==> src/fcsm_pkg.sv <==
/*
  Constants, command codes and carrier types for the flash command host.
  Assumes a parallel NOR flash with an asynchronous write-cycle bus.
*/
// How it works
// - Host sends reset after timeout or identification; this host pulses hardware reset after busy timeout, none after identification
// - Two unlocks plus identify command enters mode
// - Three cycles enter, four exit serial region
// - Program is two unlocks, setup, address data
// - Two unlocks plus 20h enter fast mode
// - Fast program is A0h then address data
// - Fast exit is 90h then 00h
package fcsm_pkg;

  // ---------------------------------------------------------------
  // Command codes and offsets
  // ---------------------------------------------------------------
  localparam logic [7:0] CMD_FAST_ENTER = 8'h20;
  localparam logic [7:0] CMD_FAST_PROG = 8'hA0;
  localparam logic [7:0] CMD_FAST_EXIT1 = 8'h90;
  localparam logic [7:0] CMD_FAST_EXIT2 = 8'h00;
  localparam logic [7:0] ID_OFS_MAKER = 8'h00;
  localparam logic [7:0] ID_OFS_DEV_W = 8'h01;
  localparam logic [7:0] ID_OFS_DEV_B = 8'h02;
  localparam logic [7:0] ID_OFS_PROT_W = 8'h02;
  localparam logic [7:0] ID_OFS_PROT_B = 8'h04;

  // ---------------------------------------------------------------
  // Host register map
  // ---------------------------------------------------------------
  localparam logic [3:0] REG_CTRL = 4'h0;
  localparam logic [3:0] REG_ADDR = 4'h1;
  localparam logic [3:0] REG_DATA = 4'h2;
  localparam logic [3:0] REG_STATUS = 4'h3;
  localparam logic [3:0] REG_RDATA = 4'h4;
  localparam int CTRL_BYTE_BIT = 4;
  localparam logic [31:0] STATUS_RESET = 32'h0000_0000;

  // ---------------------------------------------------------------
  // Pin timing at 10 MHz
  // ---------------------------------------------------------------
  localparam int CLK_NS = 100;
  localparam int T_STROBE_NS = 100;
  localparam int T_STROBE_CYC = (T_STROBE_NS + CLK_NS - 1) / CLK_NS;
  localparam int T_READ_NS = 200;
  localparam int T_READ_CYC = (T_READ_NS + CLK_NS - 1) / CLK_NS;
  localparam int T_HRST_NS = 500;
  localparam int T_HRST_CYC = (T_HRST_NS + CLK_NS - 1) / CLK_NS;
  localparam int BUSY_TIMEOUT_CYC = 40000;

  typedef enum logic [2:0] {
    FCSM_OP_RESET,
    FCSM_OP_IDENT,
    FCSM_OP_PROG,
    FCSM_OP_SER_ENTER,
    FCSM_OP_SER_EXIT,
    FCSM_OP_FAST_ENTER,
    FCSM_OP_FAST_PROG,
    FCSM_OP_FAST_EXIT
  } fcsm_op_t;

  typedef struct packed {
    logic [20:0] addr;
    logic [15:0] data;
  } fcsm_cycle_t;

  typedef struct packed {
    logic [3:0] addr;
    logic [31:0] wdata;
    logic wr;
    logic rd;
  } fcsm_req_t;

endpackage : fcsm_pkg

==> src/fcsm_host.sv <==
/*
  Flash command host: turns register orders into flash bus cycles,
  performs reads, and tracks the flash's mode and busy state.
  Assumes a NOR flash on the pins with inputs synchronous to i_clk.
*/
`timescale 1ns/10ps
`default_nettype none
module fcsm_host #(
  parameter int ADDR_W = 21,
  parameter int BUSY_TIMEOUT = fcsm_pkg::BUSY_TIMEOUT_CYC
) (
  input wire logic i_clk,
  input wire logic i_rst,
  input wire logic [3:0] i_addr,
  input wire logic [31:0] i_wdata,
  input wire logic i_wr,
  input wire logic i_rd,
  output logic [31:0] o_rdata,
  output logic [ADDR_W-1:0] o_flash_addr,
  output logic [15:0] o_dq_out,
  output logic o_dq_oe,
  input wire logic [15:0] i_dq_in,
  output logic o_chip_enable_n,
  output logic o_write_enable_n,
  output logic o_output_enable_n,
  output logic o_byte_width_select_n,
  output logic o_hw_reset_n,
  input wire logic i_ready_busy_n
);

  typedef enum logic [2:0] {
    FCSM_S_IDLE,
    FCSM_S_SETUP,
    FCSM_S_STROBE,
    FCSM_S_HOLD,
    FCSM_S_READ,
    FCSM_S_BUSY,
    FCSM_S_HRST
  } fcsm_state_t;

  fcsm_state_t state_reg;
  fcsm_pkg::fcsm_req_t req;
  fcsm_pkg::fcsm_cycle_t cyc;
  logic [2:0] len;
  logic [2:0] idx_reg;
  logic [15:0] cnt_reg;
  logic [20:0] tgt_addr;
  logic [15:0] tgt_data;
  logic byte_mode;
  logic start;
  logic rd_go;
  logic [2:0] op_raw;
  fcsm_pkg::fcsm_op_t op;
  logic [15:0] rdata_reg;
  logic ident_reg;
  logic fast_reg;
  logic serial_reg;
  logic timeout_reg;
  logic err_reg;
  logic [31:0] status;

  assign req = '{addr: i_addr, wdata: i_wdata, wr: i_wr, rd: i_rd};
  assign op = fcsm_pkg::fcsm_op_t'(op_raw);

  function automatic logic cnt_done(input logic [15:0] c, input int n);
    cnt_done = (c >= 16'(n - 1));
  endfunction : cnt_done

  fcsm_regs u_regs (
    .i_clk(i_clk),
    .i_rst(i_rst),
    .i_req(req),
    .i_status(status),
    .i_rdata(rdata_reg),
    .o_rdata(o_rdata),
    .o_addr(tgt_addr),
    .o_data(tgt_data),
    .o_byte_mode(byte_mode),
    .o_start(start),
    .o_op(op_raw),
    .o_read(rd_go)
  );

  fcsm_seq_rom u_rom (
    .i_clk(i_clk),
    .i_rst(i_rst),
    .i_op(op),
    .i_idx(idx_reg),
    .i_tgt_addr(tgt_addr),
    .i_tgt_data(tgt_data),
    .o_cycle(cyc),
    .o_len(len)
  );

  // ---------------------------------------------------------------
  // Status word
  // ---------------------------------------------------------------
  assign status = {24'h0, err_reg, timeout_reg, serial_reg, fast_reg,
                   ident_reg, !i_ready_busy_n,
                   state_reg != FCSM_S_IDLE, 1'b0};

  // ---------------------------------------------------------------
  // Bus cycle sequencer
  // ---------------------------------------------------------------
  // A write cycle: setup with address, strobe both enables low so the
  // flash latches address on the common fall and data on the common
  // rise, then a hold cycle.  Keeping them together avoids any doubt
  // about which edge is earlier or later.
  always_ff @(posedge i_clk or posedge i_rst)
  begin
    if (i_rst)
    begin
      state_reg <= FCSM_S_HRST;
      idx_reg <= 3'h0;
      cnt_reg <= 16'h0000;
    end
    else
      unique case (state_reg)
        FCSM_S_IDLE:
        begin
          idx_reg <= 3'h0;
          cnt_reg <= 16'h0000;
          if (rd_go)
            state_reg <= FCSM_S_READ;
          else if (start)
            state_reg <= FCSM_S_SETUP;
        end
        FCSM_S_SETUP:
          state_reg <= FCSM_S_STROBE;
        FCSM_S_STROBE:
        begin
          cnt_reg <= cnt_reg + 16'h0001;
          if (cnt_done(cnt_reg, fcsm_pkg::T_STROBE_CYC))
          begin
            cnt_reg <= 16'h0000;
            // Step here: the table output lags its index by one clock.
            idx_reg <= idx_reg + 3'h1;
            state_reg <= FCSM_S_HOLD;
          end
        end
        FCSM_S_HOLD:
        begin
          if (idx_reg < len)
            state_reg <= FCSM_S_SETUP;
          else if (op == fcsm_pkg::FCSM_OP_PROG ||
                   op == fcsm_pkg::FCSM_OP_FAST_PROG)
            state_reg <= FCSM_S_BUSY;
          else
            state_reg <= FCSM_S_IDLE;
        end
        FCSM_S_READ:
        begin
          cnt_reg <= cnt_reg + 16'h0001;
          if (cnt_done(cnt_reg, fcsm_pkg::T_READ_CYC))
            state_reg <= FCSM_S_IDLE;
        end
        FCSM_S_BUSY:
        begin
          // No command goes out until the flash reports ready again or the busy timeout sends the host to FCSM_S_HRST.
          cnt_reg <= cnt_reg + 16'h0001;
          if (cnt_reg > 16'h0001 && i_ready_busy_n)
            state_reg <= FCSM_S_IDLE;
          else if (cnt_done(cnt_reg, BUSY_TIMEOUT))
          begin
            cnt_reg <= 16'h0000;
            state_reg <= FCSM_S_HRST;
          end
        end
        FCSM_S_HRST:
        begin
          cnt_reg <= cnt_reg + 16'h0001;
          if (cnt_done(cnt_reg, fcsm_pkg::T_HRST_CYC))
            state_reg <= FCSM_S_IDLE;
        end
      endcase
  end

  // ---------------------------------------------------------------
  // Pins
  // ---------------------------------------------------------------
  always_ff @(posedge i_clk or posedge i_rst)
  begin
    if (i_rst)
    begin
      o_flash_addr <= '0;
      o_dq_out <= 16'h0000;
      o_dq_oe <= 1'b0;
      o_chip_enable_n <= 1'b1;
      o_write_enable_n <= 1'b1;
      o_output_enable_n <= 1'b1;
      o_byte_width_select_n <= 1'b1;
      o_hw_reset_n <= 1'b0;
    end
    else
    begin
      o_hw_reset_n <= state_reg != FCSM_S_HRST;
      o_byte_width_select_n <= !byte_mode;
      o_dq_oe <= state_reg == FCSM_S_SETUP || state_reg == FCSM_S_STROBE;
      o_write_enable_n <= !(state_reg == FCSM_S_SETUP ||
                            (state_reg == FCSM_S_STROBE &&
                             !cnt_done(cnt_reg, fcsm_pkg::T_STROBE_CYC)));
      o_chip_enable_n <= !(state_reg == FCSM_S_SETUP ||
                           (state_reg == FCSM_S_STROBE &&
                            !cnt_done(cnt_reg, fcsm_pkg::T_STROBE_CYC)) ||
                           (state_reg == FCSM_S_IDLE && rd_go) ||
                           (state_reg == FCSM_S_READ &&
                            !cnt_done(cnt_reg, fcsm_pkg::T_READ_CYC)));
      o_output_enable_n <= !((state_reg == FCSM_S_IDLE && rd_go) ||
                             (state_reg == FCSM_S_READ &&
                              !cnt_done(cnt_reg, fcsm_pkg::T_READ_CYC)));
      if (state_reg == FCSM_S_SETUP)
      begin
        o_flash_addr <= ADDR_W'(cyc.addr);
        o_dq_out <= cyc.data;
      end
      else if (state_reg == FCSM_S_IDLE && rd_go)
        o_flash_addr <= ADDR_W'(tgt_addr);
    end
  end

  always_ff @(posedge i_clk or posedge i_rst)
  begin
    if (i_rst)
      rdata_reg <= 16'h0000;
    else if (state_reg == FCSM_S_READ &&
             cnt_done(cnt_reg, fcsm_pkg::T_READ_CYC))
      rdata_reg <= i_dq_in;
  end

  // ---------------------------------------------------------------
  // Flash mode tracking
  // ---------------------------------------------------------------
  // Timeout flag is sampled from data bit 5 on reads outside identification mode; a reset command
  // clears it and the identification mode alike.
  always_ff @(posedge i_clk or posedge i_rst)
  begin
    if (i_rst)
    begin
      ident_reg <= 1'b0;
      fast_reg <= 1'b0;
      serial_reg <= 1'b0;
      timeout_reg <= 1'b0;
      err_reg <= 1'b0;
    end
    else
    begin
      if (state_reg == FCSM_S_READ && !ident_reg &&
          cnt_done(cnt_reg, fcsm_pkg::T_READ_CYC) && i_dq_in[5])
        timeout_reg <= 1'b1;
      else if (state_reg == FCSM_S_HOLD && idx_reg >= len)
        unique case (op)
          fcsm_pkg::FCSM_OP_RESET:
          begin
            ident_reg <= 1'b0;
            timeout_reg <= 1'b0;
          end
          fcsm_pkg::FCSM_OP_IDENT: ident_reg <= 1'b1;
          fcsm_pkg::FCSM_OP_SER_ENTER: serial_reg <= 1'b1;
          fcsm_pkg::FCSM_OP_SER_EXIT: serial_reg <= 1'b0;
          fcsm_pkg::FCSM_OP_FAST_ENTER: fast_reg <= 1'b1;
          fcsm_pkg::FCSM_OP_FAST_EXIT: fast_reg <= 1'b0;
          default:
          begin
          end
        endcase
      // Only fast program and fast exit are legal in fast mode.
      if (start && state_reg == FCSM_S_IDLE)
        err_reg <= fast_reg && op != fcsm_pkg::FCSM_OP_FAST_PROG &&
                   op != fcsm_pkg::FCSM_OP_FAST_EXIT;
      if (state_reg == FCSM_S_HRST)
      begin
        ident_reg <= 1'b0;
        fast_reg <= 1'b0;
        serial_reg <= 1'b0;
      end
    end
  end

  // ---------------------------------------------------------------
  // Checks
  // ---------------------------------------------------------------
  AST_WE_WITH_CE: assert property (@(posedge i_clk) disable iff (i_rst)
    !o_write_enable_n |-> !o_chip_enable_n)
    else $error("Write strobe without chip enable.");
  AST_DATA_STABLE: assert property (@(posedge i_clk) disable iff (i_rst)
    !o_write_enable_n |=> $stable(o_dq_out))
    else $error("Data moved during write strobe.");
  AST_NO_WR_BUSY: assert property (@(posedge i_clk) disable iff (i_rst)
    state_reg == FCSM_S_BUSY |-> o_write_enable_n)
    else $error("Write issued while flash busy.");
  AST_HRST_PIN: assert property (@(posedge i_clk) disable iff (i_rst)
    state_reg == FCSM_S_HRST |=> !o_hw_reset_n)
    else $error("Hardware reset not driven.");
  AST_IDENT_SET: assert property (@(posedge i_clk) disable iff (i_rst)
    (state_reg == FCSM_S_HOLD && op == fcsm_pkg::FCSM_OP_IDENT &&
     idx_reg == 3'h3) |=> ident_reg)
    else $error("Identification mode not tracked.");
  AST_RESET_CLR: assert property (@(posedge i_clk) disable iff (i_rst)
    (state_reg == FCSM_S_HOLD && op == fcsm_pkg::FCSM_OP_RESET)
    |=> !ident_reg)
    else $error("Reset left identification mode set.");
  AST_FAST_SET: assert property (@(posedge i_clk) disable iff (i_rst)
    (state_reg == FCSM_S_HOLD && op == fcsm_pkg::FCSM_OP_FAST_ENTER &&
     idx_reg == 3'h3) |=> fast_reg)
    else $error("Fast mode not tracked.");
  AST_PROG_BUSY: assert property (@(posedge i_clk) disable iff (i_rst)
    (state_reg == FCSM_S_HOLD && op == fcsm_pkg::FCSM_OP_PROG &&
     idx_reg == 3'h4) |=> state_reg == FCSM_S_BUSY)
    else $error("Program did not wait for completion.");

endmodule : fcsm_host
`default_nettype wire

==> src/fcsm_seq_rom.sv <==
/*
  Sequence table: bus cycles for each command sequence.
  Assumes the unlock addresses and codes are given by parameters.
*/
`timescale 1ns/10ps
`default_nettype none
module fcsm_seq_rom #(
  parameter logic [20:0] UNLOCK_A1 = 21'h000555,
  parameter logic [20:0] UNLOCK_A2 = 21'h0002AA,
  parameter logic [7:0] UNLOCK_D1 = 8'hAA,
  parameter logic [7:0] UNLOCK_D2 = 8'h55,
  parameter logic [7:0] CMD_RESET = 8'hF0,
  parameter logic [7:0] CMD_IDENT = 8'h90,
  parameter logic [7:0] CMD_PROG = 8'hA0,
  parameter logic [7:0] CMD_SER_ENTER = 8'h88,
  parameter logic [7:0] CMD_SER_EXIT = 8'h90
) (
  input wire logic i_clk,
  input wire logic i_rst,
  input wire fcsm_pkg::fcsm_op_t i_op,
  input wire logic [2:0] i_idx,
  input wire logic [20:0] i_tgt_addr,
  input wire logic [15:0] i_tgt_data,
  output fcsm_pkg::fcsm_cycle_t o_cycle,
  output logic [2:0] o_len
);

  fcsm_pkg::fcsm_cycle_t cyc_next;
  logic [2:0] len_next;

  function automatic fcsm_pkg::fcsm_cycle_t mk(input logic [20:0] a,
                                               input logic [7:0] d);
    mk = '{addr: a, data: {8'h00, d}};
  endfunction : mk

  // ---------------------------------------------------------------
  // Cycle lookup
  // ---------------------------------------------------------------
  always_comb
  begin
    cyc_next = mk(UNLOCK_A1, UNLOCK_D1);
    len_next = 3'h3;
    if (i_idx == 3'h1)
      cyc_next = mk(UNLOCK_A2, UNLOCK_D2);
    unique case (i_op)
      fcsm_pkg::FCSM_OP_RESET:
      begin
        len_next = 3'h1;
        cyc_next = mk(i_tgt_addr, CMD_RESET);
      end
      fcsm_pkg::FCSM_OP_IDENT:
        if (i_idx == 3'h2) cyc_next = mk(UNLOCK_A1, CMD_IDENT);
      fcsm_pkg::FCSM_OP_PROG:
      begin
        len_next = 3'h4;
        if (i_idx == 3'h2) cyc_next = mk(UNLOCK_A1, CMD_PROG);
        if (i_idx == 3'h3) cyc_next = '{addr: i_tgt_addr, data: i_tgt_data};
      end
      fcsm_pkg::FCSM_OP_SER_ENTER:
        if (i_idx == 3'h2) cyc_next = mk(UNLOCK_A1, CMD_SER_ENTER);
      fcsm_pkg::FCSM_OP_SER_EXIT:
      begin
        len_next = 3'h4;
        if (i_idx == 3'h2) cyc_next = mk(UNLOCK_A1, CMD_SER_EXIT);
        if (i_idx == 3'h3) cyc_next = mk(21'h000000, 8'h00);
      end
      fcsm_pkg::FCSM_OP_FAST_ENTER:
        if (i_idx == 3'h2)
          cyc_next = mk(UNLOCK_A1, fcsm_pkg::CMD_FAST_ENTER);
      fcsm_pkg::FCSM_OP_FAST_PROG:
      begin
        len_next = 3'h2;
        if (i_idx == 3'h0)
          cyc_next = mk(21'h000000, fcsm_pkg::CMD_FAST_PROG);
        else
          cyc_next = '{addr: i_tgt_addr, data: i_tgt_data};
      end
      fcsm_pkg::FCSM_OP_FAST_EXIT:
      begin
        len_next = 3'h2;
        cyc_next = (i_idx == 3'h0) ? mk(21'h000000, fcsm_pkg::CMD_FAST_EXIT1)
                                   : mk(21'h000000, fcsm_pkg::CMD_FAST_EXIT2);
      end
    endcase
  end

  always_ff @(posedge i_clk or posedge i_rst)
  begin
    if (i_rst)
    begin
      o_cycle <= '0;
      o_len <= 3'h0;
    end
    else
    begin
      o_cycle <= cyc_next;
      o_len <= len_next;
    end
  end

endmodule : fcsm_seq_rom
`default_nettype wire

==> src/fcsm_regs.sv <==
/*
  Host register file for the flash command host.
  Assumes a single-clock master with one-cycle strobes.
*/
`timescale 1ns/10ps
`default_nettype none
module fcsm_regs (
  input wire logic i_clk,
  input wire logic i_rst,
  input wire fcsm_pkg::fcsm_req_t i_req,
  input wire logic [31:0] i_status,
  input wire logic [15:0] i_rdata,
  output logic [31:0] o_rdata,
  output logic [20:0] o_addr,
  output logic [15:0] o_data,
  output logic o_byte_mode,
  output logic o_start,
  output logic [2:0] o_op,
  output logic o_read
);

  // ---------------------------------------------------------------
  // Writes: control starts a command, rdata starts a read, address and data hold operands
  // ---------------------------------------------------------------
  always_ff @(posedge i_clk or posedge i_rst)
  begin
    if (i_rst)
    begin
      o_addr <= 21'h000000;
      o_data <= 16'h0000;
      o_byte_mode <= 1'b0;
      o_op <= 3'h0;
    end
    else if (i_req.wr)
    begin
      if (i_req.addr == fcsm_pkg::REG_ADDR) o_addr <= i_req.wdata[20:0];
      if (i_req.addr == fcsm_pkg::REG_DATA) o_data <= i_req.wdata[15:0];
      if (i_req.addr == fcsm_pkg::REG_CTRL)
      begin
        o_op <= i_req.wdata[2:0];
        o_byte_mode <= i_req.wdata[fcsm_pkg::CTRL_BYTE_BIT];
      end
    end
  end

  always_ff @(posedge i_clk or posedge i_rst)
  begin
    if (i_rst)
    begin
      o_start <= 1'b0;
      o_read <= 1'b0;
    end
    else
    begin
      o_start <= i_req.wr && i_req.addr == fcsm_pkg::REG_CTRL;
      o_read <= i_req.wr && i_req.addr == fcsm_pkg::REG_RDATA;
    end
  end

  // Read data stand only in the cycle after the strobe.
  always_ff @(posedge i_clk or posedge i_rst)
  begin
    if (i_rst)
      o_rdata <= 32'h0000_0000;
    else if (!i_req.rd)
      o_rdata <= 32'h0000_0000;
    else
      unique case (i_req.addr)
        fcsm_pkg::REG_CTRL: o_rdata <= {27'h0, o_byte_mode, 1'b0, o_op};
        fcsm_pkg::REG_ADDR: o_rdata <= {11'h0, o_addr};
        fcsm_pkg::REG_DATA: o_rdata <= {16'h0, o_data};
        fcsm_pkg::REG_STATUS: o_rdata <= i_status;
        fcsm_pkg::REG_RDATA: o_rdata <= {16'h0, i_rdata};
        default: o_rdata <= 32'h0000_0000;
      endcase
  end

endmodule : fcsm_regs
`default_nettype wire

==> config.mk <==
export PLATFORM = sky130hd
export DESIGN_NAME = fcsm_host
export DESIGN_NICKNAME = d
export VERILOG_FILES = /design/src/fcsm_pkg.sv /design/src/fcsm_host.sv /design/src/fcsm_seq_rom.sv /design/src/fcsm_regs.sv
export SDC_FILE = /design/constraint.sdc
export NUM_CORES = 1
export LEC_CHECK = 0
export BUFFER_PORTS_ARGS = -buffer_cell sky130_fd_sc_hd__buf_4
export CAP_MARGIN = 20
export CORE_ASPECT_RATIO = 1.25
export CORE_MARGIN = 1
export CORE_UTILIZATION = 55
export CTS_CLUSTER_DIAMETER = 60
export CTS_CLUSTER_SIZE = 30
export DETAILED_ROUTE_END_ITERATION = 6
export GPL_ROUTABILITY_DRIVEN = 1
export PLACE_DENSITY = 0.77
export SLEW_MARGIN = 10
export SYNTH_ARGS = -nofsm -noshare
export SYNTH_HDL_FRONTEND = slang
export SYNTH_HIERARCHICAL = 1
export SYNTH_SLANG_ARGS = --single-unit
==> constraint.sdc <==
create_clock -name i_clk -period 2.9 [get_ports i_clk]
set_input_delay 0.435 -clock i_clk [delete_from_list [all_inputs] [get_ports i_clk]]
set_output_delay 0.435 -clock i_clk [all_outputs]
set_load 0.005 [all_outputs]
==> results of run 1 <==
==> critical path, cell delays in order, from the launching register on <==
cell and delay (ps):
sky130_fd_sc_hd__dfrtp_1 580, sky130_fd_sc_hd__ha_1 390, sky130_fd_sc_hd__o21ai_0 140, sky130_fd_sc_hd__a311oi_1 500, sky130_fd_sc_hd__and3_1 290, sky130_fd_sc_hd__nand2b_1 80, sky130_fd_sc_hd__a21o_1 180
==> kinds of logic after synthesis <==
group	share of synthesized area
and+or+nand+nor	0.143
DFF	0.551
AOI/OAI and AO/OA	0.107
muxes	0.148
buffers and inverters	0.0341
xor gates and xnor gates	0.00766
adders and majority gates	0.00957
other	0.000410
==> worst max path at each step <==
stage	slack, ps	endpoint	start
finish	620	timeout_reg	idx_reg[2]
global route	430	timeout_reg	idx_reg[2]
CTS	630	timeout_reg	idx_reg[2]
detailed placement	690	timeout_reg	idx_reg[2]
global placement	730	cnt_reg[5]	cnt_reg[0]
floorplan	250	cnt_reg[0]	i_rst
==> layer usage <==
layer  track usage  wire [µm]  part of all wire
met1         0.308       8470              0.40
met2         0.448      11000              0.52
met3        0.0363        801             0.038
met4         0.107        838             0.040
met5             0          0                 0
==> repair_timing <==
| action | in CTS | in global routing |
|---|---|---|
| endpoints found under the setup margin | 0 | 0 |
| resized for setup | 0 | 0 |
| endpoints found under the hold margin | 10 | 0 |
| hold buffers | 1 | 0 |
==> cell usage in the layout (no fill, tap or decap), types with 3 or more instances in the layout <==
cell                        synthesis  routed
sky130_fd_sc_hd__or3_1              3       3
sky130_fd_sc_hd__nor3_1             5       5
sky130_fd_sc_hd__ha_1               7       7
sky130_fd_sc_hd__nand2_1           77      77
sky130_fd_sc_hd__nand4_1            5       5
sky130_fd_sc_hd__inv_1             24      22
sky130_fd_sc_hd__nand2b_1           9       9
sky130_fd_sc_hd__xor2_1             5       5
sky130_fd_sc_hd__a21oi_1           39      38
sky130_fd_sc_hd__mux2_2            82      82
sky130_fd_sc_hd__xnor2_1            3       3
sky130_fd_sc_hd__o21ai_0           55      55
sky130_fd_sc_hd__a21o_1            18      18
sky130_fd_sc_hd__conb_1             1      25
sky130_fd_sc_hd__dfrtp_1          195     195
sky130_fd_sc_hd__nor2_1            35      35
sky130_fd_sc_hd__and3b_1           26      26
sky130_fd_sc_hd__o32ai_1            4       4
sky130_fd_sc_hd__nor4_1             3       3
sky130_fd_sc_hd__and2_1            22      22
sky130_fd_sc_hd__mux2_4             9       9
sky130_fd_sc_hd__buf_12             0       3
sky130_fd_sc_hd__mux2i_1           28      28
sky130_fd_sc_hd__and3_1             3       3
sky130_fd_sc_hd__clkbuf_16          0      15
sky130_fd_sc_hd__a31oi_1            3       3
sky130_fd_sc_hd__nand3_1           14      14
sky130_fd_sc_hd__o21ai_1            4       4
sky130_fd_sc_hd__nor2b_1            8       7
sky130_fd_sc_hd__buf_4              4     130
sky130_fd_sc_hd__dfstp_2            6       6
==> power groups by stage <==
stage	combinational, mW	clock [mW]	sequential [mW]
after floorplan	1.97	0	3.90
after global placement	2.64	0	4.13
after detailed placement	2.72	0	4.15
after CTS	2.73	2.35	4.09
after global routing	3.02	2.45	4.19
final	2.73	2.30	4.09
==> layout make-up <==
cell class	count	area, µm²
well taps	216	270
flip-flops and latches	201	5040
multi-input cells	549	3900
clock inverters	10	173
clock buffers	15	375
repair buffers	134	1050
fillers	1292	5310
inverters	24	91.3
==> stage by stage <==
stage	total power [mW]	cells	worst slack, ps	cell area (µm²)	hold slack [ps]
2_1_floorplan	5.87	816	253	9240	373
3_3_place_gp	6.76	1123	728	10300	401
3_5_place_dp	6.87	1123	686	10300	398
4_1_cts	9.18	1149	632	10900	159
5_1_grt	9.67	1149	426	10900	158
6_report	9.13	1149	621	10900	168
==> summary.md, run 1 <==
| Metric | Value |
|---|---|
| Via-to-Cell Ratio | 5.61 |
| Worst supply voltage drop on vdd | 0.597 mV |
| Number of different library cells in the post-synthesis netlist | 78 |
| Status | finished, final reports clean |
| Setup repair bufs after CTS | 0 |
| Routed length per instance | 18.4 µm |
| Flip-flop count of the largest register, all copies and words added | 37 |
| Post-route fraction of the period consumed by the critical path | 0.786 |
| Pwr/cell area | 838 nW/µm² |
| Synthesis Warnings | 6 |
| Worst skew pair latency | 500 ps |
| Part of the Yosys area used for sequential elements | 0.551 |
| Final Util | 0.672 |
| Static leakage power | 5.26 nW |
| Layout Area Growth over Synthesis | 19.1% |
| Hold violation total from the final report | 0 |
| Number of violations reported at the end of detailed-routing iteration 0 | 501 |
| Net Sw Power | 3.02 mW |
| Count of input and output buffers | 120 |
| Number of buffers created by CTS | 15 |
| Area of the die | 17200 µm² |
| # H-tree levels | 1 |
| Total number of vias | 6450 |
| Origin of the worst min-delay path | i_wdata[19] |
| Unrepaired setup endpoints after global routing | no |
| Most frequent cells after synthesis | 195 x sky130_fd_sc_hd__dfrtp_1, 82 x sky130_fd_sc_hd__mux2_2, 77 x sky130_fd_sc_hd__nand2_1 |
| Largest net degree at the start of global routing | 66 |
| Clock Power Share | 0.253 |
| Number of failing setup endpoints in the final timing report | 0 |
| Reg-to-reg startpoint | idx_reg[2] |
| Clock tree from TritonCTS | built |
| 1st-pass router iterations | 5 |
| Overall Global Routing Usage | 0.253 |
| Maximum capacitance violations | 0 |
| EDFF count, synth | 0 |
| Final-stage net count | 989 |
| Switching fraction of total power | 0.331 |
| Antenna fix cells | 0 |
| Worst flop-to-flop path endpoint | timeout_reg |
| Leftover overflow at the end of global routing | 0 |
| Sink count of the clock tree | 201 |
| Area contributors post-synth | sky130_fd_sc_hd__dfrtp_1 53%, sky130_fd_sc_hd__mux2_2 10%, sky130_fd_sc_hd__nand2_1 3.2% |
| Yosys top cell area share | 0.533 |
| Worst Hold Depth | 2 |
| Comb pwr share | 0.299 |
| Hold path endpoint | u_regs/o_addr[19] |
| Post-synth top area cell | sky130_fd_sc_hd__dfrtp_1 |
| Critical path fanouts, max | 17 |
| Layout cells sized above 1 | 0.300 |
| Crit end category | flop |
| Biggest regs | u_rom/o_cycle x37, u_regs/o_rdata x32 |
| Number of instances in the synthesized netlist | 792 |
| R2R setup slack | 620 ps |
| Number of rows created at floorplan | 52 |
| Total wire length | 21100 µm |
| Vias in the first global route | 6606 |
| Pint | 6.10 mW |
| Path depth of the worst reg2reg path | 6 |
| Maximum frequency from static timing analysis | 0.439 GHz |
| Sum of negative setup slack | 0 ps |
| Total core area | 16200 µm² |
| Total standard cell area after synthesis | 9150 µm² |
| Dominant register cell in the synthesized netlist | sky130_fd_sc_hd__dfrtp_1 |
| Worst Clk Skew | 39.7 ps |
| Slew margin rel. | 0.537 |
| Biggest register | u_rom/o_cycle |
| Transition time of the tightest slew-check pin | 692 ps |
| First-pass GRT wire length | 34300 µm |
| Required time at the endpoint of the critical path | 3260 ps |
| Vertical extent of the die | 146 µm |
| Critical Path Source Type | flop |
| Horizontal die dimension | 117 µm |
| Async set or reset register ratio after synthesis | 1.00 |
| Clock slew at reported path FFs | 100 ps |
| Mean instance size in the synthesized netlist | 11.6 µm² |
| Reg power frac | 0.449 |
| Min Tclk post-route | 2280 ps |
| Half-perimeter wire length after placement | 14600 µm |
| Final weighted congestion in routability-driven placement | 0.829 |
| I/O Pins | 132 |
| Leading cell type by number of instances after synthesis | sky130_fd_sc_hd__dfrtp_1 |
| Maximum buffer depth of the clock tree | 3 |
| DRC violations left | 0 |
| Number of antenna violations at the first check in global routing | 0 |
| Antenna-violating nets left | 0 |
| Effective utilization at floorplan | 0.565 |
| CTS Root Cell | sky130_fd_sc_hd__clkbuf_16 |
| Total count of max-transition violations in the final report | 0 |
| HP Class | input port to flop |
| WS Path Type | flop to flop |
| Arrival time worst endpoint | 2640 ps |
| Yosys reg bits | 201 |
Note: power is estimated with default switching activity, not from simulation.
==> run 2, diff against run 1 <==
--- a/config.mk
+++ b/config.mk
@@ -5,16 +5,17 @@
 export SDC_FILE = /design/constraint.sdc
 export NUM_CORES = 1
 export LEC_CHECK = 0
+export ABC_AREA = 1
 export BUFFER_PORTS_ARGS = -buffer_cell sky130_fd_sc_hd__buf_4
 export CAP_MARGIN = 20
 export CORE_ASPECT_RATIO = 1.25
 export CORE_MARGIN = 1
-export CORE_UTILIZATION = 55
+export CORE_UTILIZATION = 52
 export CTS_CLUSTER_DIAMETER = 60
 export CTS_CLUSTER_SIZE = 30
 export DETAILED_ROUTE_END_ITERATION = 6
 export GPL_ROUTABILITY_DRIVEN = 1
-export PLACE_DENSITY = 0.77
+export PLACE_DENSITY = 0.76
 export SLEW_MARGIN = 10
 export SYNTH_ARGS = -nofsm -noshare
 export SYNTH_HDL_FRONTEND = slang
==> constraint.sdc (replaced) <==
create_clock -name i_clk -period 2.05 [get_ports i_clk]
set_input_delay 0.3075 -clock i_clk [delete_from_list [all_inputs] [get_ports i_clk]]
set_output_delay 0.3075 -clock i_clk [all_outputs]
set_load 0.005 [all_outputs]
==> summary.md, run 2 <==
| Metric | Value |
|---|---|
| Top delay family on crit path | simple AND/OR/NAND/NOR gates |
| Total number of vias | 7574 (+17%) |
| Async set or reset register ratio after synthesis | 1.00 (unchanged) |
| R2R setup slack | 230 ps (-390 ps) |
| # H-tree levels | 1 (unchanged) |
| Critical Path Source Type | flop |
| DRC violations left | 0 (unchanged) |
| Fill cell count | 1496 (+16%) |
| Commonest cells after routing, fill and taps aside | 295 x sky130_fd_sc_hd__nand2_1, 195 x sky130_fd_sc_hd__dfrtp_1, 137 x sky130_fd_sc_hd__buf_4, 130 x sky130_fd_sc_hd__nor2_1, 105 x sky130_fd_sc_hd__inv_1 |
| Leading cell type in the layout, fill and taps excluded | sky130_fd_sc_hd__nand2_1 |
| Origin of the worst min-delay path | i_dq_in[14] |
| Mean instance size in the synthesized netlist | 8.46 µm² (-27%) |
| Gates resized, CTS repair | 0 (unchanged) |
| I/O Pins | 132 (unchanged) |
| Number of instances in the synthesized netlist | 1105 (+40%) |
| Yosys reg bits | 201 (unchanged) |
| Transition time of the tightest slew-check pin | 649 ps (-43.1 ps) |
| Flip-flop count of the largest register, all copies and words added | 37 (unchanged) |
| Required time at the endpoint of the critical path | 2410 ps (-850 ps) |
| Number of rows created at floorplan | 54 (+3.8%) |
| Static leakage power | 5.69 nW (+8.3%) |
| Total count of max-transition violations in the final report | 0 (unchanged) |
| Detailed-route wire length on metal 1 | 9590 µm (+13%) |
| CTS Root Cell | sky130_fd_sc_hd__clkbuf_16 |
| Count of input and output buffers | 120 (unchanged) |
| Largest net degree at the start of global routing | 87 (+32%) |
| Met3 wire length | 1370 µm (+72%) |
| Total wire length | 21800 µm (+3.5%) |
| Yosys top cell area share | 0.522 (-0.0116) |
| Routed length per instance | 14.7 µm (-20%) |
| Sum of negative setup slack | 0 ps (unchanged) |
| Post-route fraction of the period consumed by the critical path | 0.886 (+0.0997) |
| Reg-to-reg startpoint | cnt_reg[0] |
| CP max stage cell | sky130_fd_sc_hd__dfrtp_1 |
| Biggest regs | u_rom/o_cycle x37, u_regs/o_rdata x32 |
| Worst supply voltage drop on vdd | 1.00 mV (+68%) |
| Antenna fix cells | 0 (unchanged) |
| Maximum frequency from static timing analysis | 0.551 GHz (+26%) |
| Total standard cell area after synthesis | 9350 µm² (+2.2%) |
| Arrival time worst endpoint | 2180 ps (-460 ps) |
| Number of buffer and inverter stages on the critical path | 1 (+1) |
| Area of the die | 18500 µm² (+8.0%) |
| Hold violation total from the final report | 0 (unchanged) |
| Via-to-Cell Ratio | 5.10 (-9.1%) |
| Maximum buffer depth of the clock tree | 3 (unchanged) |
| 1st-pass router iterations | 5 (unchanged) |
| Placement-stage cell area | 10600 µm² (+2.7%) |
| Critical path depth in cells | 10 (+4) |
| Crit end category | flop |
| WS Path Type | flop to flop |
| Final-stage net count | 1317 (+33%) |
| Hold path endpoint | rdata_reg[14] |
| First-pass GRT wire length | 35900 µm (+4.9%) |
| EDFF count, synth | 0 (unchanged) |
| Total core area | 17500 µm² (+8.0%) |
| Part of the Yosys area used for sequential elements | 0.539 (-0.0120) |
| Worst Clk Skew | 42.0 ps (+2.26 ps) |
| Worst Hold Depth | 3 (+1) |
| Worst flop-to-flop path endpoint | cnt_reg[5] |
| Layout Area Growth over Synthesis | 19.4% |
| Number of buffers created by CTS | 15 (unchanged) |
| Post-synth top area cell | sky130_fd_sc_hd__dfrtp_1 |
| Pwr/cell area | 1100 nW/µm² (+31%) |
| Unrepaired setup endpoints after global routing | no |
| Worst skew pair latency | 490 ps (about the same) |
| Number of violations reported at the end of detailed-routing iteration 0 | 560 (+12%) |
| Vias in the first global route | 7241 (+9.6%) |
| Number of antenna violations at the first check in global routing | 0 (unchanged) |
| Layout cells sized above 1 | 0.200 (-0.100) |
| Number of failing setup endpoints in the final timing report | 0 (unchanged) |
| Dominant register cell in the synthesized netlist | sky130_fd_sc_hd__dfrtp_1 |
| Leading cell type by number of instances after synthesis | sky130_fd_sc_hd__nand2_1 |
| Clock slew at reported path FFs | 90 ps (about the same) |
| Leftover overflow at the end of global routing | 0 (unchanged) |
| Maximum capacitance violations | 0 (unchanged) |
| Most frequent cells after synthesis | 295 x sky130_fd_sc_hd__nand2_1, 195 x sky130_fd_sc_hd__dfrtp_1, 130 x sky130_fd_sc_hd__nor2_1 |
| Top layer in use | met4 |
| Most numerous cell on the critical path | sky130_fd_sc_hd__nand2_1 |
| Worst hold slack | 11.6 ps (-156 ps) |
| Antenna-violating nets left | 0 (unchanged) |
| Routed met2 length | 10400 µm (-5.3%) |
| Overall Global Routing Usage | 0.246 (-0.00657) |
| Area contributors post-synth | sky130_fd_sc_hd__dfrtp_1 52%, sky130_fd_sc_hd__nand2_1 12%, sky130_fd_sc_hd__nand3_1 5.4% |
| Series of cell instances along the critical path | ha_1 -> nand2_1 -> inv_1 -> nand2_2 -> nand2_1 -> nand2_1 -> nand2_1 -> nand3_2 -> nand2_2 -> o21ai_0 |
| Horizontal die dimension | 122 µm (+3.9%) |
| Synthesis Warnings | 6 (unchanged) |
| Final weighted congestion in routability-driven placement | 0.923 (+11%) |
| Slew margin rel. | 0.566 (+0.0289) |
| Biggest register | u_rom/o_cycle |
| Slowest stage delay, CP | 440 ps (-140 ps) |
| Min Tclk post-route | 1820 ps (-464 ps) |
| Vertical extent of the die | 152 µm (+3.9%) |
| Path depth of the worst reg2reg path | 10 (+4) |
| Number of different library cells in the post-synthesis netlist | 39 (-50%) |
| Clock tree from TritonCTS | built |
| Effective utilization at floorplan | 0.534 (-0.0303) |
| Critical path fanouts, max | 15 (-2) |
| Final Cell Area | 11200 µm² (+2.5%) |
| Sink count of the clock tree | 201 (unchanged) |
| Status | finished, final reports clean |
| HP Class | input port to flop |
| Half-perimeter wire length after placement | 15700 µm (+7.8%) |
==> run 2: stage by stage <==
stage          std cells   util  setup slack [ps]  power (mW)
2_1_floorplan       1129      -               542        7.86
4_1_cts             1485  0.638               208        12.3
3_3_place_gp        1453  0.606               285        9.20
5_1_grt             1485  0.638              54.4        13.0
6_report            1485  0.638               235        12.2
3_5_place_dp        1453  0.606               243        9.34
==> run 2: final cells by class <==
type	count	area, µm²	area share
sequential	201	5040	0.451
multi-input combinational	765	3720	0.333
timing repair buffer	148	1180	0.106
inverter	122	470	0.0421
clock buffer	15	375	0.0336
tap	224	280	0.0251
clock inverter	10	110	0.00986
==> run 2: worst max path at each step <==
stage	startpoint	to	slack (ps)
after floorplan	cnt_reg[0]	cnt_reg[10]	540
after global placement	cnt_reg[0]	cnt_reg[3]	280
after detailed placement	cnt_reg[0]	cnt_reg[5]	240
after CTS	cnt_reg[0]	cnt_reg[5]	210
after global routing	cnt_reg[0]	cnt_reg[3]	50
final	cnt_reg[0]	cnt_reg[5]	230
==> run 2: metal layers <==
metal | track usage | up-vias
li1 | - | 3790
met1 | 0.341 | 3546
met2 | 0.398 | 208
met3 | 0.0432 | 30
met4 | 0.0670 | 0
met5 | 0 | -
==> run 2: report_power, final <==
group | total, mW | internal [mW] | switching, mW
combinational | 3.67 | 1.55 | 2.12
clock | 2.97 | 1.43 | 1.54
sequential | 5.59 | 4.93 | 0.661
total | 12.2 | 7.91 | 4.32
==> run 2: kinds of logic after synthesis <==
group	after synthesis	synth area share
other cells	1	0.000401
buf+inv	163	0.0742
flops	201	0.539
fa+ha+maj	7	0.00936
compound gates	113	0.0712
mux	16	0.0193
simple gates	591	0.275
xor+xnor	13	0.0122
==> run 2: worst register-to-register path: stages, from the launching register on <==
cell	delay, ps
sky130_fd_sc_hd__dfrtp_1	440
sky130_fd_sc_hd__ha_1	250
sky130_fd_sc_hd__nand2_1	90
sky130_fd_sc_hd__inv_1	50
sky130_fd_sc_hd__nand2_2	100
sky130_fd_sc_hd__nand2_1	70
sky130_fd_sc_hd__nand2_1	60
sky130_fd_sc_hd__nand2_1	70
sky130_fd_sc_hd__nand3_2	90
sky130_fd_sc_hd__nand2_2	240
sky130_fd_sc_hd__o21ai_0	260
==> run 2: timing repair <==
item / in CTS / in global routing
hold buffers: 7 / 0
hold endpoints to repair: 131 / 0
setup buffers: 0 / 0
==> run 3, diff against run 2 <==
--- a/config.mk
+++ b/config.mk
@@ -16,6 +16,7 @@
 export DETAILED_ROUTE_END_ITERATION = 6
 export GPL_ROUTABILITY_DRIVEN = 1
 export PLACE_DENSITY = 0.76
+export SETUP_SLACK_MARGIN = 0.5
 export SLEW_MARGIN = 10
 export SYNTH_ARGS = -nofsm -noshare
 export SYNTH_HDL_FRONTEND = slang
==> summary.md, run 3 (synthesis results as in run 2) <==
| Metric | Value |
|---|---|
| Worst Clk Skew | 40.3 ps (-1.67 ps) |
| 1st-pass router iterations | 6 (+1) |
| Number of rows created at floorplan | 54 (unchanged) |
| First-pass GRT wire length | 37300 µm (+3.6%) |
| Overall Global Routing Usage | 0.256 (+0.00974) |
| Unrepaired setup endpoints after global routing | yes |
| Vertical extent of the die | 152 µm (unchanged) |
| Total count of max-transition violations in the final report | 0 (unchanged) |
| Total number of vias | 7981 (+5.4%) |
| Leftover overflow at the end of global routing | 0 (unchanged) |
| Layout cells sized above 1 | 0.274 (+0.0742) |
| Area of the die | 18500 µm² (unchanged) |
| DRC violations left | 0 (unchanged) |
| Slowest stage delay, CP | 450 ps (about the same) |
| Layout Area Growth over Synthesis | 27.6% |
| Commonest cells after routing, fill and taps aside | 279 x sky130_fd_sc_hd__nand2_1, 184 x sky130_fd_sc_hd__dfrtp_1, 165 x sky130_fd_sc_hd__buf_4, 116 x sky130_fd_sc_hd__nor2_1, 101 x sky130_fd_sc_hd__inv_1 |
| Half-perimeter wire length after placement | 15700 µm (unchanged) |
| WS Path Type | flop to flop |
| Required time at the endpoint of the critical path | 2430 ps (+20 ps) |
| Final-stage net count | 1355 (+2.9%) |
| Clock Power Share | 0.227 (-0.016) |
| Vias in the first global route | 7418 (+2.4%) |
| Hold violation total from the final report | 0 (unchanged) |
| I/O Pins | 132 (unchanged) |
| CP max stage cell | sky130_fd_sc_hd__dfrtp_2 |
| Arrival time worst endpoint | 2000 ps (-180 ps) |
| Sum of negative setup slack | 0 ps (unchanged) |
| Number of violations reported at the end of detailed-routing iteration 0 | 649 (+16%) |
| Slew margin rel. | 0.557 (-0.00895) |
| Horizontal die dimension | 122 µm (unchanged) |
| Effective utilization at floorplan | 0.534 (unchanged) |
| Count of input and output buffers | 120 (unchanged) |
| Antenna fix cells | 0 (unchanged) |
| Pint | 8.41 mW (+6.2%) |
| Number of antenna violations at the first check in global routing | 0 (unchanged) |
| Worst skew pair latency | 490 ps (about the same) |
| Number of failing setup endpoints in the final timing report | 0 (unchanged) |
| Sink count of the clock tree | 201 (unchanged) |
| Transition time of the tightest slew-check pin | 662 ps (+13.4 ps) |
| Total core area | 17500 µm² (unchanged) |
| Post-route fraction of the period consumed by the critical path | 0.786 (-0.0993) |
| Maximum frequency from static timing analysis | 0.620 GHz (+13%) |
| Via-to-Cell Ratio | 5.24 (+2.7%) |
| Worst supply voltage drop on vdd | 1.01 mV (+0.88%) |
| Critical Path Source Type | flop |
| Pwr/cell area | 1100 nW/µm² (+0.57%) |
| Series of cell instances along the critical path | nor2_4 -> buf_4 -> inv_1 -> a21oi_1 -> nand2_2 -> nand3_4 -> nand2_8 -> o21ai_2 |
| Number of buffer and inverter stages on the critical path | 2 (+1) |
| Largest net degree at the start of global routing | 87 (unchanged) |
| Biggest register | u_rom/o_cycle |
| HP Class | input port to flop |
| Flip-flop count of the largest register, all copies and words added | 37 (unchanged) |
| Leading cell type in the layout, fill and taps excluded | sky130_fd_sc_hd__nand2_1 |
| Routed length per instance | 16.1 µm (+9.7%) |
| Final Util | 0.682 (+0.0438) |
| Comb pwr share | 0.347 (+0.047) |
| Net Sw Power | 4.74 mW (+9.8%) |
| Min Tclk post-route | 1610 ps (-204 ps) |
| Switching fraction of total power | 0.360 (+0.00753) |
| Maximum buffer depth of the clock tree | 3 (unchanged) |
| Top delay family on crit path | simple AND/OR/NAND/NOR gates |
| Clock slew at reported path FFs | 90 ps (about the same) |
| Reg power frac | 0.426 (-0.031) |
| Antenna-violating nets left | 0 (unchanged) |
| Static leakage power | 6.02 nW (+5.6%) |
| Total wire length | 24600 µm (+13%) |
| Status | finished, final reports clean |
| Critical path fanouts, max | 8 (-7) |
| Final weighted congestion in routability-driven placement | 0.923 (unchanged) |
| Crit end category | flop |
| Number of buffers created by CTS | 15 (unchanged) |
| Maximum capacitance violations | 0 (unchanged) |
| # H-tree levels | 1 (unchanged) |
| Biggest regs | u_rom/o_cycle x37, u_regs/o_rdata x32 |
| CTS Root Cell | sky130_fd_sc_hd__clkbuf_16 |
| Clock tree from TritonCTS | built |
[run 3: cell count changes in the layout (fill, tap and decap cells not counted), sizes merged]
cell	previous run	this run
buf	141	173
bufbuf	0	1
clkbuf	15	17
inv	126	127
nand2	303	304
nor2	148	149
[run 3: tightest hold or removal path, cell delays in order]
cell and delay [ps]:
sky130_fd_sc_hd__buf_4 70, sky130_fd_sc_hd__nand2_1 40, sky130_fd_sc_hd__nand2_1 40
[run 3: power by group through the flow]
stage | clock, mW | sequential, mW | combinational [mW]
floorplan | 0 | 5.49 | 2.37
global placement | 0 | 5.64 | 3.56
detailed placement | 0 | 5.67 | 3.67
CTS | 3.04 | 5.57 | 4.12
global route | 3.20 | 5.70 | 4.98
finish | 2.99 | 5.60 | 4.56
[run 3: through the flow]
| step | area (µm²) | worst slack (ps) | power, mW | cells | hold slack [ps] |
|---|---|---|---|---|---|
| after detailed placement | 10600 | 243 | 9.34 | 1453 | 465 |
| after global routing | 11900 | 345 | 13.9 | 1523 | 8.81 |
| final | 11900 | 438 | 13.1 | 1523 | 12.6 |
| after floorplan | 9450 | 542 | 7.86 | 1129 | 383 |
| after CTS | 11400 | 446 | 12.7 | 1500 | 0.0795 |
| after global placement | 10600 | 285 | 9.20 | 1453 | 459 |
[run 3: layout make-up]
type                       count  area [µm²]
fill                        1391        5560
sequential                   201        5050
clock buffer                  15         375
clock inverter                10         110
inverter                     122         485
multi-input combinational    767        4080
timing repair buffer         183        1550
timing repair inverter         1        6.26
tap                          224         280
[run 3: repair_timing]
item                                    in CTS  in global routing
pin swaps                                    4                 24
endpoints found under the setup margin      74                 70
gates resized for setup                     28                 78
hold endpoints to repair                   131                  0
buffers inserted                            11                 20
cloned                                       4                  3
hold buffers                                 7                  0
[run 3: worst paths after layout]
check                             from               end  slack [ps]  cells after the start
setup / recovery            cnt_reg[9]        cnt_reg[5]         440                      8
hold / removal             i_dq_in[14]     rdata_reg[14]          10                      3
setup reg to reg            cnt_reg[9]        cnt_reg[5]         440                      8
hold reg to reg              ident_reg       timeout_reg         460                      1
max in group asynchronous        i_rst        cnt_reg[3]        1080                      4
min in group asynchronous        i_rst  o_flash_addr[20]         480                      4
[run 3: routing by layer]
metal / wire length, µm / up-vias / track usage
met1: 10000 / 3757 / 0.342
met2: 12100 / 279 / 0.419
met4: 837 / 0 / 0.0805
li1: - / 3874 / -
met3: 1660 / 71 / 0.0477
met5: 0 / - / 0
